===== src/wnv_regs.svh =====
// timing counts, field widths and reset values for the wiper nvm controller
`ifndef WNV_REGS_SVH
`define WNV_REGS_SVH
`define WNV_CLK_MHZ        10
`define WNV_LOAD_US        300
`define WNV_STORE_MS       26
`define WNV_REWRITE_US     540
`define WNV_LOAD_CYC       (`WNV_LOAD_US * `WNV_CLK_MHZ)
`define WNV_STORE_CYC      (`WNV_STORE_MS * 1000 * `WNV_CLK_MHZ)
`define WNV_REWRITE_CYC    (`WNV_REWRITE_US * `WNV_CLK_MHZ)
`define WNV_WIPER_W        6
`define WNV_MIDSCALE       6'h20
`define WNV_ADDR_BASE      7'h18
`endif


===== src/wnv_pkg.sv =====
// types shared by the wiper nvm controller
package wnv_pkg;
	typedef enum logic [1:0] {
		WNV_PIN_LOW   = 2'h0,
		WNV_PIN_HIGH  = 2'h1,
		WNV_PIN_FLOAT = 2'h2
	} wnv_tri_t;
	typedef struct packed {
		logic store;
		logic restore;
		logic write;
		logic [5:0] data;
	} wnv_cmd_t;
	typedef enum logic [4:0] {
		WNV_PRESET  = 5'h01,
		WNV_PULOAD  = 5'h02,
		WNV_IDLE    = 5'h04,
		WNV_RESTORE = 5'h08,
		WNV_STORE   = 5'h10
	} wnv_state_t;
endpackage : wnv_pkg


===== src/wnv_ctrl.sv =====
// wiper nvm power-up, store/restore timing and address latching
`timescale 1ns/1ps
`include "wnv_regs.svh"
module wnv_ctrl #(
	parameter int LOAD_CYC    = `WNV_LOAD_CYC,
	parameter int STORE_CYC   = `WNV_STORE_CYC,
	parameter int REWRITE_CYC = `WNV_REWRITE_CYC
) (
	// clock and power-on reset
	input  wire logic                        clock,
	input  wire logic                        rst,
	// address pins, already resolved to three states
	input  wire wnv_pkg::wnv_tri_t           addr_select_pin0,
	input  wire wnv_pkg::wnv_tri_t           addr_select_pin1,
	// serial clock pin and sampled rising edge
	input  wire logic                        scl_pin,
	output logic                             scl_rise,
	// serial data pin, open drain
	input  wire logic                        sda_in,
	input  wire logic                        sda_pull,
	output logic                             sda_out,
	output logic                             sda_oe,
	// decoded command from the protocol layer
	input  wire wnv_pkg::wnv_cmd_t           cmd,
	// wiper and status
	output logic [`WNV_WIPER_W-1:0]          wiper,
	output logic [6:0]                       slave_addr,
	output logic                             busy,
	output logic                             rewrite_ok,
	output logic                             sda_sampled
);
	import wnv_pkg::*;

	wnv_state_t            state;
	logic [31:0]           cnt;
	logic [31:0]           rw_cnt;
	logic [`WNV_WIPER_W-1:0] nvm;
	logic                  nvm_prog;
	logic [1:0]            pins_s;
	logic [3:0]            ad_s;
	logic                  scl_d;
	logic                  latched;

	// pins pass two flops before any logic reads them
	wnv_sync #(.WIDTH(6)) u_sync (
		.clock (clock),
		.rst   (rst),
		.din   ({addr_select_pin1, addr_select_pin0, scl_pin, sda_in}),
		.dout  ({ad_s, pins_s})
	);

	// rising edge of serial clock from synchronised copy
	always_ff @(posedge clock) begin
		if (rst) begin
			scl_d    <= 1'b1; // matches the idle-high line, no edge after reset
			scl_rise <= 1'b0;
		end else begin
			scl_d    <= pins_s[1];
			scl_rise <= pins_s[1] & ~scl_d;
		end
	end

	// data line sampled on serial clock rise, driven low only
	always_ff @(posedge clock) begin
		if (rst) begin
			sda_sampled <= 1'b0;
			sda_out     <= 1'b0;
			sda_oe      <= 1'b0;
		end else begin
			if (pins_s[1] & ~scl_d)
				sda_sampled <= pins_s[0];
			sda_out <= 1'b0;
			sda_oe  <= sda_pull;
		end
	end

	// address pins caught once at the end of the power-up load, held until next power cycle
	// waiting for the load end lets the synchroniser fill with the real pin levels
	always_ff @(posedge clock) begin
		if (rst) begin
			latched    <= 1'b0;
			slave_addr <= `WNV_ADDR_BASE;
		end else if (!latched && state == WNV_PULOAD && cnt == 32'(LOAD_CYC - 1)) begin
			latched    <= 1'b1;
			// each pin gives one of three codes: base plus pin1*3 + pin0
			slave_addr <= `WNV_ADDR_BASE + 7'(ad_s[3:2]) * 7'h3 + 7'(ad_s[1:0]);
		end
	end

	// nvm contents; erased state reads as midscale
	always_ff @(posedge clock) begin
		if (rst) begin
			nvm_prog <= 1'b0;
			nvm      <= `WNV_MIDSCALE;
		end else if (state == WNV_STORE && cnt == 32'(STORE_CYC - 1)) begin
			nvm_prog <= 1'b1;
			nvm      <= wiper;
		end
	end

	// sequencer: preset, power-up load, then serve one nvm op at a time
	always_ff @(posedge clock) begin
		if (rst) begin
			state <= WNV_PRESET;
			cnt   <= 32'h0;
			wiper <= `WNV_MIDSCALE;
			busy  <= 1'b1;
		end else begin
			case (state)
			WNV_PRESET: begin
				wiper <= `WNV_MIDSCALE;
				cnt   <= 32'h0;
				state <= WNV_PULOAD;
			end
			WNV_PULOAD: begin
				cnt <= cnt + 32'h1;
				if (cnt == 32'(LOAD_CYC - 1)) begin
					wiper <= nvm_prog ? nvm : `WNV_MIDSCALE;
					state <= WNV_IDLE;
					busy  <= 1'b0;
				end
			end
			WNV_IDLE: begin
				cnt <= 32'h0;
				if (cmd.store && rewrite_ok) begin
					state <= WNV_STORE;
					busy  <= 1'b1;
				end else if (cmd.restore) begin
					state <= WNV_RESTORE;
					busy  <= 1'b1;
				end else if (cmd.write) begin
					wiper <= cmd.data;
				end
			end
			WNV_RESTORE: begin
				cnt <= cnt + 32'h1;
				if (cnt == 32'(LOAD_CYC - 1)) begin
					wiper <= nvm;
					state <= WNV_IDLE;
					busy  <= 1'b0;
				end
			end
			WNV_STORE: begin
				cnt <= cnt + 32'h1;
				if (cnt == 32'(STORE_CYC - 1)) begin
					state <= WNV_IDLE;
					busy  <= 1'b0;
				end
			end
			default: begin
				state <= WNV_PRESET;
			end
			endcase
		end
	end

	// nvm writes held off for the rewrite interval after preset
	always_ff @(posedge clock) begin
		if (rst) begin
			rw_cnt     <= 32'h0;
			rewrite_ok <= 1'b0;
		end else if (!rewrite_ok) begin
			rw_cnt <= rw_cnt + 32'h1;
			if (rw_cnt == 32'(REWRITE_CYC - 1))
				rewrite_ok <= 1'b1;
		end
	end
endmodule : wnv_ctrl


===== src/wnv_sync.sv =====
// two-stage synchroniser for pin inputs
`timescale 1ns/1ps
module wnv_sync #(
	parameter int WIDTH = 1
) (
	// clock
	input  wire logic             clock,
	input  wire logic             rst,
	// level in and out
	input  wire logic [WIDTH-1:0] din,
	output logic      [WIDTH-1:0] dout
);
	logic [WIDTH-1:0] meta;
	// first stage feeds only the second
	// reset to ones: bus lines idle high, so no false edge right after reset
	always_ff @(posedge clock) begin
		if (rst) begin
			meta <= '1;
			dout <= '1;
		end else begin
			meta <= din;
			dout <= meta;
		end
	end
endmodule : wnv_sync

===== config.mk =====
export PLATFORM = sky130hd
export DESIGN_NAME = wnv_ctrl
export DESIGN_NICKNAME = d
export VERILOG_FILES = /design/src/wnv_pkg.sv /design/src/wnv_ctrl.sv /design/src/wnv_sync.sv
export VERILOG_INCLUDE_DIRS = /design/src
export SDC_FILE = /design/constraint.sdc
export NUM_CORES = 1
export LEC_CHECK = 0
export ABC_AREA = 1
export BUFFER_PORTS_ARGS = -buffer_cell sky130_fd_sc_hd__buf_4
export CAP_MARGIN = 20
export CORE_ASPECT_RATIO = 2
export CORE_MARGIN = 2
export CORE_UTILIZATION = 45
export CTS_BUF_LIST = sky130_fd_sc_hd__clkbuf_4 sky130_fd_sc_hd__clkbuf_8 sky130_fd_sc_hd__clkbuf_16
export DETAILED_ROUTE_END_ITERATION = 8
export PLACE_DENSITY_LB_ADDON = 0.05
export SETUP_SLACK_MARGIN = 0.1
export SLEW_MARGIN = 40
export SYNTH_ARGS = -nofsm -noshare
export SYNTH_HDL_FRONTEND = slang
export SYNTH_SLANG_ARGS = --single-unit

===== constraint.sdc =====
create_clock -name clock -period 1.6 [get_ports clock]
set_input_delay 0.08 -clock clock [delete_from_list [all_inputs] [get_ports clock]]
set_output_delay 0.08 -clock clock [all_outputs]
set_load 0.02 [all_outputs]

; ---- Word-level counts from Yosys, hierarchy flattened
; Cells that the tools add are included.
[totals]
ff_bits = 108
output_inout_bits = 19
in_bits = 18
elab_cells = 73
[op_classes]
reduce_logical = 14
multipliers = 1
bitwise = 2
add_sub_neg = 4
eq_ne = 16
n_mux = 20
[ops]
columns = op, count
row1 = "32-bit by 1-bit adder with 32-bit output, second input constant", 2
row2 = 32-bit one-hot mux with 2 select lines, 1
row3 = 6-bit two-way mux, 6
row4 = "32-bit by 12-bit == test with 1-bit output, second input constant", 1
row5 = "32-bit by 13-bit == test with 1-bit output, second input constant", 1
row6 = "32-bit by 18-bit == test with 1-bit output, second input constant", 1
row7 = 6-bit one-hot mux with 4 select lines, 1
row8 = 5-bit two-way mux, 4
row9 = 5-bit one-hot mux with 4 select lines, 1
row10 = "2-bit != test, second input constant", 4
row11 = 6-bit by 2-bit adder with 7-bit output, 1
row12 = "5-bit by 4-bit adder with 6-bit output, first input constant", 1
row13 = 1-bit two-way mux, 6
row14 = "2-bit by 1-bit != test with 1-bit output, second input constant", 3
row15 = 6-bit AND reduction, 1
row16 = "5-bit by 1-bit == test with 1-bit output, second input constant", 1
row17 = "5-bit by 2-bit == test with 1-bit output, second input constant", 1
row18 = "5-bit by 3-bit == test with 1-bit output, second input constant", 1
row19 = "5-bit by 4-bit == test with 1-bit output, second input constant", 1
row20 = "5-bit == test, second input constant", 1
row21 = 1-bit logical AND, 4
row22 = "2-bit by 2-bit multiplier with 4-bit output, second input constant", 1
row23 = 4-bit AND reduction, 1
row24 = 4-bit nonzero test, 1
row25 = other kinds (10), 11

; ---- Logic depth before layout (Yosys ltp)
; Gate-level depths: netlist of the first run.
[depth]
word_depth = 4
depth_mapped = 13

; ---- By module
; From an unflattened synthesis of the first run, not the netlist that was laid out.
[unflattened]
cells_unflattened = 881
area_unflattened_um2 = 5790.6
[by_module_without_submodules]
columns = module, cells_each, area_per_inst_um2, seq_area_each_um2, instances
row1 = wnv_ctrl, 843, 5445.2, 1881.8, 1
row2 = wnv_sync, 38, 345.3, 240.2, 1

; ---- Worst setup path after synthesis of the first run
; No wires, ideal clock.
[synth_path]
path_type = reg2reg
startpoint = reg u_sync.dout[3]
endpoint = reg slave_addr[2]
setup_slack_ps = -158
required_time_ps = 1471
t_arrival_ps = 1629
stages_incl_launch_ff = 8
setup_ps = 129
synth_period_minus_slack_ps = 1758
cell_sequence = dfxtp_1 -> fa_1 -> ha_1 -> inv_1 -> fa_1 -> inv_1 -> nor2_1 -> nor3b_1
[synth_via]
elab_chain_cells = 1
[synth_lines]
columns = item, line_no
row1 = "start, declared", wnv_sync.sv:11  ; output logic [WIDTH-1:0] dout
row2 = "start signal, assigned", wnv_sync.sv:22  ; dout <= meta;
row3 = 6-bit by 2-bit adder with 7-bit output (no line), --
row4 = "end signal, assigned", wnv_ctrl.sv:82  ; slave_addr <= `WNV_ADDR_BASE;
row5 = "end signal, assigned", wnv_ctrl.sv:86  ; slave_addr <= `WNV_ADDR_BASE + 7'(ad_s[3:2]) * 7'h3 + 7'(ad_s[1:0]);
row6 = "end, declared", wnv_ctrl.sv:27  ; output logic [6:0] slave_addr,
; No other way between the ends.
; A chain may end at the register's enable or synchronous reset.

; ---- Final worst setup path of the first run
[layout_path]
startpoint = reg u_sync.dout[4]
endpoint = reg slave_addr[2]
[layout_via]
elab_chain_cells = 3
[layout_lines]
columns = item, line_no
row1 = 2-bit by 2-bit multiplier with 4-bit output, wnv_ctrl.sv:86
row2 = 5-bit by 4-bit adder with 6-bit output (no line), --
row3 = 6-bit by 2-bit adder with 7-bit output (no line), --
; No other way between the ends.

==> run_results.csv, run 1 <==
group,metric,value,unit
finish,fin_nets,1051,
finish,diodes,0,
synthesis,yosys_warnings,0,
synthesis,ys_seq_elements,106,
critical_path,r2r_end,"slave_addr[2]$_SDFFE_PP0P_",
timing,hold_violations,0,
synthesis,synth.avg_cell_area,6.619,sq um
clocking,clkTransAtPathRegs,0.09,ns
finish,drive_gt1_share,39.83,%
clocking,cts_tree,"done",
power_and_ir_drop,powerDensity,910.2,mW/mm^2
critical_path,cp.arrival,2.10,ns
floorplanning,die_area,0.01379,sq mm
synthesis,ys_async_sr_fraction,0,%
synthesis,synth.top_cell.area_share,36.81,%
routing,drt-wirelength-per-cell,15.57,um
timing,min_period,1.818,ns
critical_path,rr_worst_depth,7,
power_and_ir_drop,p_leak,3.433,nW
global_route,antenna_found_initial,0,
min_path,hold_depth,2,
routing,drt_wl_total,18400,um
global_route,grt_pass1_vias,6233,
finish,final_cell_mix,"197 x nand2_1, 124 x buf_4, 84 x inv_1",
outcome,status,"finished with violations",
critical_path,cp-start-kind,"flip-flop",
place,dp.cells,1118,
global_route,overflow,0,
clocking,ctsRootBufferMaster,"clkbuf_16",
synthesis,syn_area,0.005766,sq mm
global_route,grt_first_pass_wirelength,27880,um
place,post_dp_cell_area,0.006736,sq mm
routing,first_iter_violations,241,
critical_path,end_kind,"flip-flop",
synthesis,ys.flop_type,"dfxtp_1",
floorplanning,die_w,84.04,um
global_route,track_usage,25.44,%
synthesis,synth_cells,871,
power_and_ir_drop,p_total,7.535,mW
finish,areaGrowthSynthToFinish,43.60,%
floorplanning,start_util,45.92,%
place,place_hpwl,12930,um
routing,vias,6302,
clocking,cts_buffers,9,
critical_path,r2r_slack,-0.22,ns
timing,slew_viol_final,0,
routing,vias_per_cell,5.332,
floorplanning,die_h,164.1,um
synthesis,synth_area_leaders,"dfxtp_1 37%, nand2_1 15%, nor2_1 7.6%",
clocking,clock_path_buffers,2,
place,portBuffers,34,
timing,setup_ws,-0.2178,ns
timing,final.period_utilization,113.6,%
min_path,min-delay-start,"rst",
floorplanning,io_pins,37,
routing,dr.pass1.iters,5,
min_path,hold_path_class,"in2reg",
clocking,clock_latency,0.36,ns
place,gp_congestion,0.8852,
min_path,hold_end,"rw_cnt[9]$_SDFFE_PP0N_",
critical_path,reg2reg_from,"u_sync.dout[4]$_SDFF_PP1_",
outcome,violations,"setup timing",
clocking,h-tree-depth,3,
finish,final_core_util,65.95,%
routing,route.detailed.drc,0,
finish,fin_area,0.008279,sq mm
job,drv_cap,0,
finish,fin_cells,1182,
power_and_ir_drop,ir_drop,800.2,uV
timing,setup_viol,16,
synthesis,synth_top_cell_by_area,"dfxtp_1",
timing,hold_ws,0.06793,ns
routing,ant_nets,0,
critical_path,cp_data_required_time,1.88,ns
synthesis,synth_seq_area_share,36.81,%
critical_path,cp_max_fo,2,
critical_path,criticalPathCategory,"reg2reg",
synthesis,yosysUniqueCellTypes,40,
floorplanning,std_cell_rows,58,
timing,finClkSkew,0.01413,ns
timing,rsz0062_at_grt,"true",
floorplanning,core_area,0.01255,sq mm
synthesis,synth_edf_count,0,
clocking,clock-sinks,106,
timing,max_freq,550.1,MHz
finish,final_common_cell,"nand2_1",
global_route,grt_max_degree,30,
[power breakdown]
| group | internal (mW) | leakage, nW | switching (mW) |
|---|---|---|---|
| Combinational | 0.970 | 2.41 | 1.41 |
| Sequential | 2.77 | 0.881 | 0.114 |
| Clock | 1.11 | 0.143 | 1.16 |
[critical path: stages (launching register included)]
cell and delay [ns]:
dfxtp_2 0.33, fa_1 0.55, ha_1 0.15, inv_1 0.04, fa_1 0.42, inv_1 0.06
nor2_1 0.03, nor3b_1 0.16
[layout make-up]
cell class,count,area [sq um]
clock buffer,9,225.2
timing repair inverter,1,7.507
inverter,109,425.4
multi-input combinational,636,3750
timing repair buffer,164,1426
tap,150,187.7
fill,1104,4275
clock inverter,7,72.57
sequential,106,2185
[logic make-up (layout without fill, tap and decap cells)]
kind of cell               Yosys count  in the layout  synth area share [%]
AOI/OAI and AO/OA                  110            110                 10.05
xor gates and xnor gates             3              3                0.4558
adders and majority gates            6              6                 1.563
buffers and inverters              130            290                 9.136
DFF                                106            106                 36.81
other                                1              2               0.06504
and+or+nand+nor                    515            515                 41.93
[Yosys cell counts, types with 7 or more instances]
cell type,n
nand2_1,226
nor2_1,116
dfxtp_1,106
inv_1,96
a21oi_1,59
nand3_1,57
o21ai_0,37
nand4_1,32
nor3_1,23
clkbuf_1,13
or2_2,13
inv_2,12
nor2_4,8
nand2_2,7
[worst max-delay path by stage]
stage	end	slack [ns]	from	depth (start not counted)
floorplan	slave_addr[2]$_SDFFE_PP0P_	-0.16	u_sync.dout[3]$_SDFF_PP1_	7
global placement	slave_addr[2]$_SDFFE_PP0P_	-0.20	u_sync.dout[3]$_SDFF_PP1_	7
detailed placement	slave_addr[2]$_SDFFE_PP0P_	-0.22	u_sync.dout[3]$_SDFF_PP1_	7
CTS	slave_addr[2]$_SDFFE_PP0P_	-0.22	u_sync.dout[3]$_SDFF_PP1_	7
global route	slave_addr[2]$_SDFFE_PP0P_	-0.26	u_sync.dout[4]$_SDFF_PP1_	7
finish	slave_addr[2]$_SDFFE_PP0P_	-0.22	u_sync.dout[4]$_SDFF_PP1_	7
[sequential cells by signal, indices dropped and copies added, names as in the netlist, 5 cells and up]
register     cells
cnt             32
nvm              6
rw_cnt          32
slave_addr       5
state            5
u_sync.dout      6
u_sync.meta      6
wiper            6
[per-layer routing]
| metal | vias up | global-route usage, % | routed length, um |
|---|---|---|---|
| met1 | 2978 | 22.26 | 6171 |
| met4 | 0 | 18.55 | 1274 |
| met5 | - | 0 | 0 |
| li1 | 3114 | - | - |
| met2 | 133 | 50.76 | 10500 |
| met3 | 77 | 3.367 | 457 |
[per-stage QoR]
step                setup TNS (ns)  worst slack [ns]
global placement           -0.8563           -0.2040
finish                     -0.7136           -0.2178
global route                -2.948           -0.2553
floorplan                  -0.2544           -0.1575
CTS                        -0.6201           -0.2198
detailed placement          -1.553           -0.2158
[what timing repair did]
action / 4_1_cts / 5_1_grt
hold endpoints to repair: 7 / 0
resized for setup: 107 / 160
hold buffers: 7 / 0
endpoints found under the setup margin: 70 / 80
pin swaps: 65 / 70
gates cloned: 1 / 3
buffers inserted: 13 / 26
Note: power is estimated with default switching activity, not from simulation.
==> run 2, diff against run 1 <==
==> constraint.sdc (replaced) <==
create_clock -name clock -period 1.6 [get_ports clock]
set_input_delay 0 -clock clock [delete_from_list [all_inputs] [get_ports clock]]
set_output_delay 0 -clock clock [all_outputs]
set_load 0.02 [all_outputs]
==> run_results.csv, run 2 (synthesis results as in run 1) <==
group,metric,value,unit
critical_path,timing.critical_path.to,"slave_addr[2]$_SDFFE_PP0P_",
routing,dr.pass1.iters,4,
critical_path,cp-start-kind,"flip-flop",
critical_path,cp_top_family,"adder cells",
timing,setup_viol,25,
routing,route.detailed.drc,0,
floorplanning,die_area,0.01379,sq mm
critical_path,cp.arrival,2.05,ns
clocking,clock_path_buffers,2,
critical_path,crit_cells,7,
place,gp_congestion,0.9187,
critical_path,startpoint,"u_sync.dout[3]$_SDFF_PP1_",
power_and_ir_drop,p_sw_share,38.33,%
clocking,clkTransAtPathRegs,0.08,ns
timing,setup_ws,-0.1970,ns
critical_path,max_stage_delay,0.53,ns
power_and_ir_drop,p_comb_share,43.0,%
critical_path,criticalPathCategory,"reg2reg",
finish,final_core_util,72.06,%
finish,final_common_cell,"nand2_1",
finish,areaGrowthSynthToFinish,56.90,%
finish,fin_cells,1215,
critical_path,cp_slowest_cell,"fa_1",
timing,hold_violations,0,
routing,drt_wl_total,20500,um
job,drv_cap,0,
global_route,overflow,0,
floorplanning,start_util,45.92,%
power_and_ir_drop,clkPwrFrac,26.0,%
floorplanning,die_w,84.04,um
critical_path,cp_num_buf_inv,2,
finish,diodes,0,
min_path,hold_path_class,"in2reg",
global_route,grt_pass1_vias,6347,
power_and_ir_drop,internal_power,5.777,mW
critical_path,r2r_end,"slave_addr[2]$_SDFFE_PP0P_",
finish,final_cell_mix,"164 x nand2_1, 138 x buf_4, 79 x inv_1",
critical_path,r2r_slack,-0.20,ns
global_route,grt_first_pass_wirelength,29120,um
timing,rsz0062_at_grt,"true",
critical_path,crit_chain,"fa_1 -> ha_1 -> inv_1 -> fa_1 -> inv_1 -> nor2_1 -> nor3b_1",
outcome,status,"finished with violations",
finish,reg.largest.list,"cnt x32, rw_cnt x32",
place,place_hpwl,13120,um
finish,drive_gt1_share,47.51,%
critical_path,cp_max_fo,1,
routing,ant_nets,0,
place,dp.cells,1127,
clocking,ctsRootBufferMaster,"clkbuf_16",
critical_path,cp_data_required_time,1.85,ns
floorplanning,core_area,0.01255,sq mm
routing,first_iter_violations,305,
outcome,violations,"setup timing",
global_route,track_usage,26.60,%
timing,max_freq,556.5,MHz
global_route,antenna_found_initial,0,
clocking,cts_buffers,9,
finish,fin_area,0.009046,sq mm
power_and_ir_drop,seqPwrFrac,31.0,%
routing,vias,6605,
clocking,clock-sinks,106,
critical_path,reg2reg_from,"u_sync.dout[3]$_SDFF_PP1_",
place,portBuffers,34,
global_route,grt_max_degree,29,
power_and_ir_drop,ir_drop,687.8,uV
critical_path,rr_worst_depth,7,
floorplanning,io_pins,37,
floorplanning,std_cell_rows,58,
power_and_ir_drop,p_leak,3.774,nW
clocking,clock_latency,0.36,ns
finish,fin_nets,1084,
power_and_ir_drop,powerDensity,1036,mW/mm^2
routing,drt-wirelength-per-cell,16.87,um
timing,min_period,1.797,ns
power_and_ir_drop,p_sw,3.590,mW
floorplanning,die_h,164.1,um
clocking,h-tree-depth,3,
timing,finClkSkew,0.01183,ns
routing,vias_per_cell,5.436,
timing,final.period_utilization,112.3,%
critical_path,end_kind,"flip-flop",
place,post_dp_cell_area,0.006792,sq mm
clocking,cts_tree,"done",
timing,slew_viol_final,0,
run 2: cell types whose count changed in the layout (fill, tap and decap cells not counted), moves of 6 or more:
cell     change
buf_4       +14
nand2_4     +14
a21oi_2     +11
nor2_4       +6
a21oi_1     -13
nand2_2     +17
dfxtp_2      -7
nand2_1     -33
buf_6       +12
o21ai_0      -6
run 2: worst register-to-register path, stage by stage (launching register included):
cell and delay, ns:
dfxtp_2 0.33, fa_1 0.53, ha_1 0.14, inv_1 0.04
fa_1 0.47, inv_1 0.04, nor2_1 0.09, nor3b_1 0.05
run 2: worst min-delay path by stage:
stage / depth (start not counted) / slack, ns / to / from
finish: 7 / 0.08 / wiper[5]$_SDFFE_PP1P_ / cmd[5]
global route: 7 / 0.11 / wiper[5]$_SDFFE_PP1P_ / cmd[5]
CTS: 6 / 0.07 / wiper[4]$_SDFFE_PP0P_ / cmd[4]
detailed placement: 2 / 0.19 / u_sync.meta[3]$_SDFF_PP1_ / addr_select_pin0[1]
global placement: 2 / 0.18 / u_sync.meta[2]$_SDFF_PP1_ / addr_select_pin0[0]
floorplan: 1 / 0.10 / u_sync.meta[0]$_SDFF_PP1_ / sda_in
run 2: power groups by stage:
stage / sequential [mW] / clock (mW) / combinational (mW)
2_1_floorplan: 2.96 / 0 / 1.21
3_3_place_gp: 2.92 / 0 / 1.70
3_5_place_dp: 2.93 / 0 / 1.72
4_1_cts: 2.89 / 2.44 / 2.20
5_1_grt: 2.91 / 2.54 / 4.22
6_report: 2.90 / 2.43 / 4.03
run 2: per-stage QoR:
step           worst slack (ns)  hold slack, ns  power (mW)  setup TNS, ns
6_report                -0.1970         0.08349       9.368         -1.458
5_1_grt                 -0.2814          0.1128       9.673         -4.177
4_1_cts                 -0.2042         0.07481       7.537        -0.5664
3_5_place_dp            -0.2092          0.1878       4.650         -1.314
3_3_place_gp            -0.1994          0.1837       4.620        -0.8725
2_1_floorplan           -0.1575          0.1038       4.169        -0.2544
run 2: routing by layer:
metal,track usage [%],vias up,part of all wire [%],wire length (um)
met5,0,-,0,0
met4,15.91,0,7.5,1540
met3,3.266,104,2.8,575
met2,54.94,175,57,11780
met1,23.30,3131,32,6604
li1,-,3195,-,-
run 2: layout make-up:
type,instances,area (sq um)
multi-input combinational,637,4128
fill,1013,3508
sequential,106,2191
timing repair buffer,193,1704
inverter,109,457.9
clock buffer,10,239.0
tap,150,187.7
clock inverter,6,78.83
timing repair inverter,4,60.06
run 2: repair_timing:
item,4_1_cts,5_1_grt
hold buffers,8,0
endpoints found under the hold margin,17,0
setup endpoints to repair,70,74
cloned,2,4
setup buffers,20,39
pin swaps,48,100
resized for setup,144,269
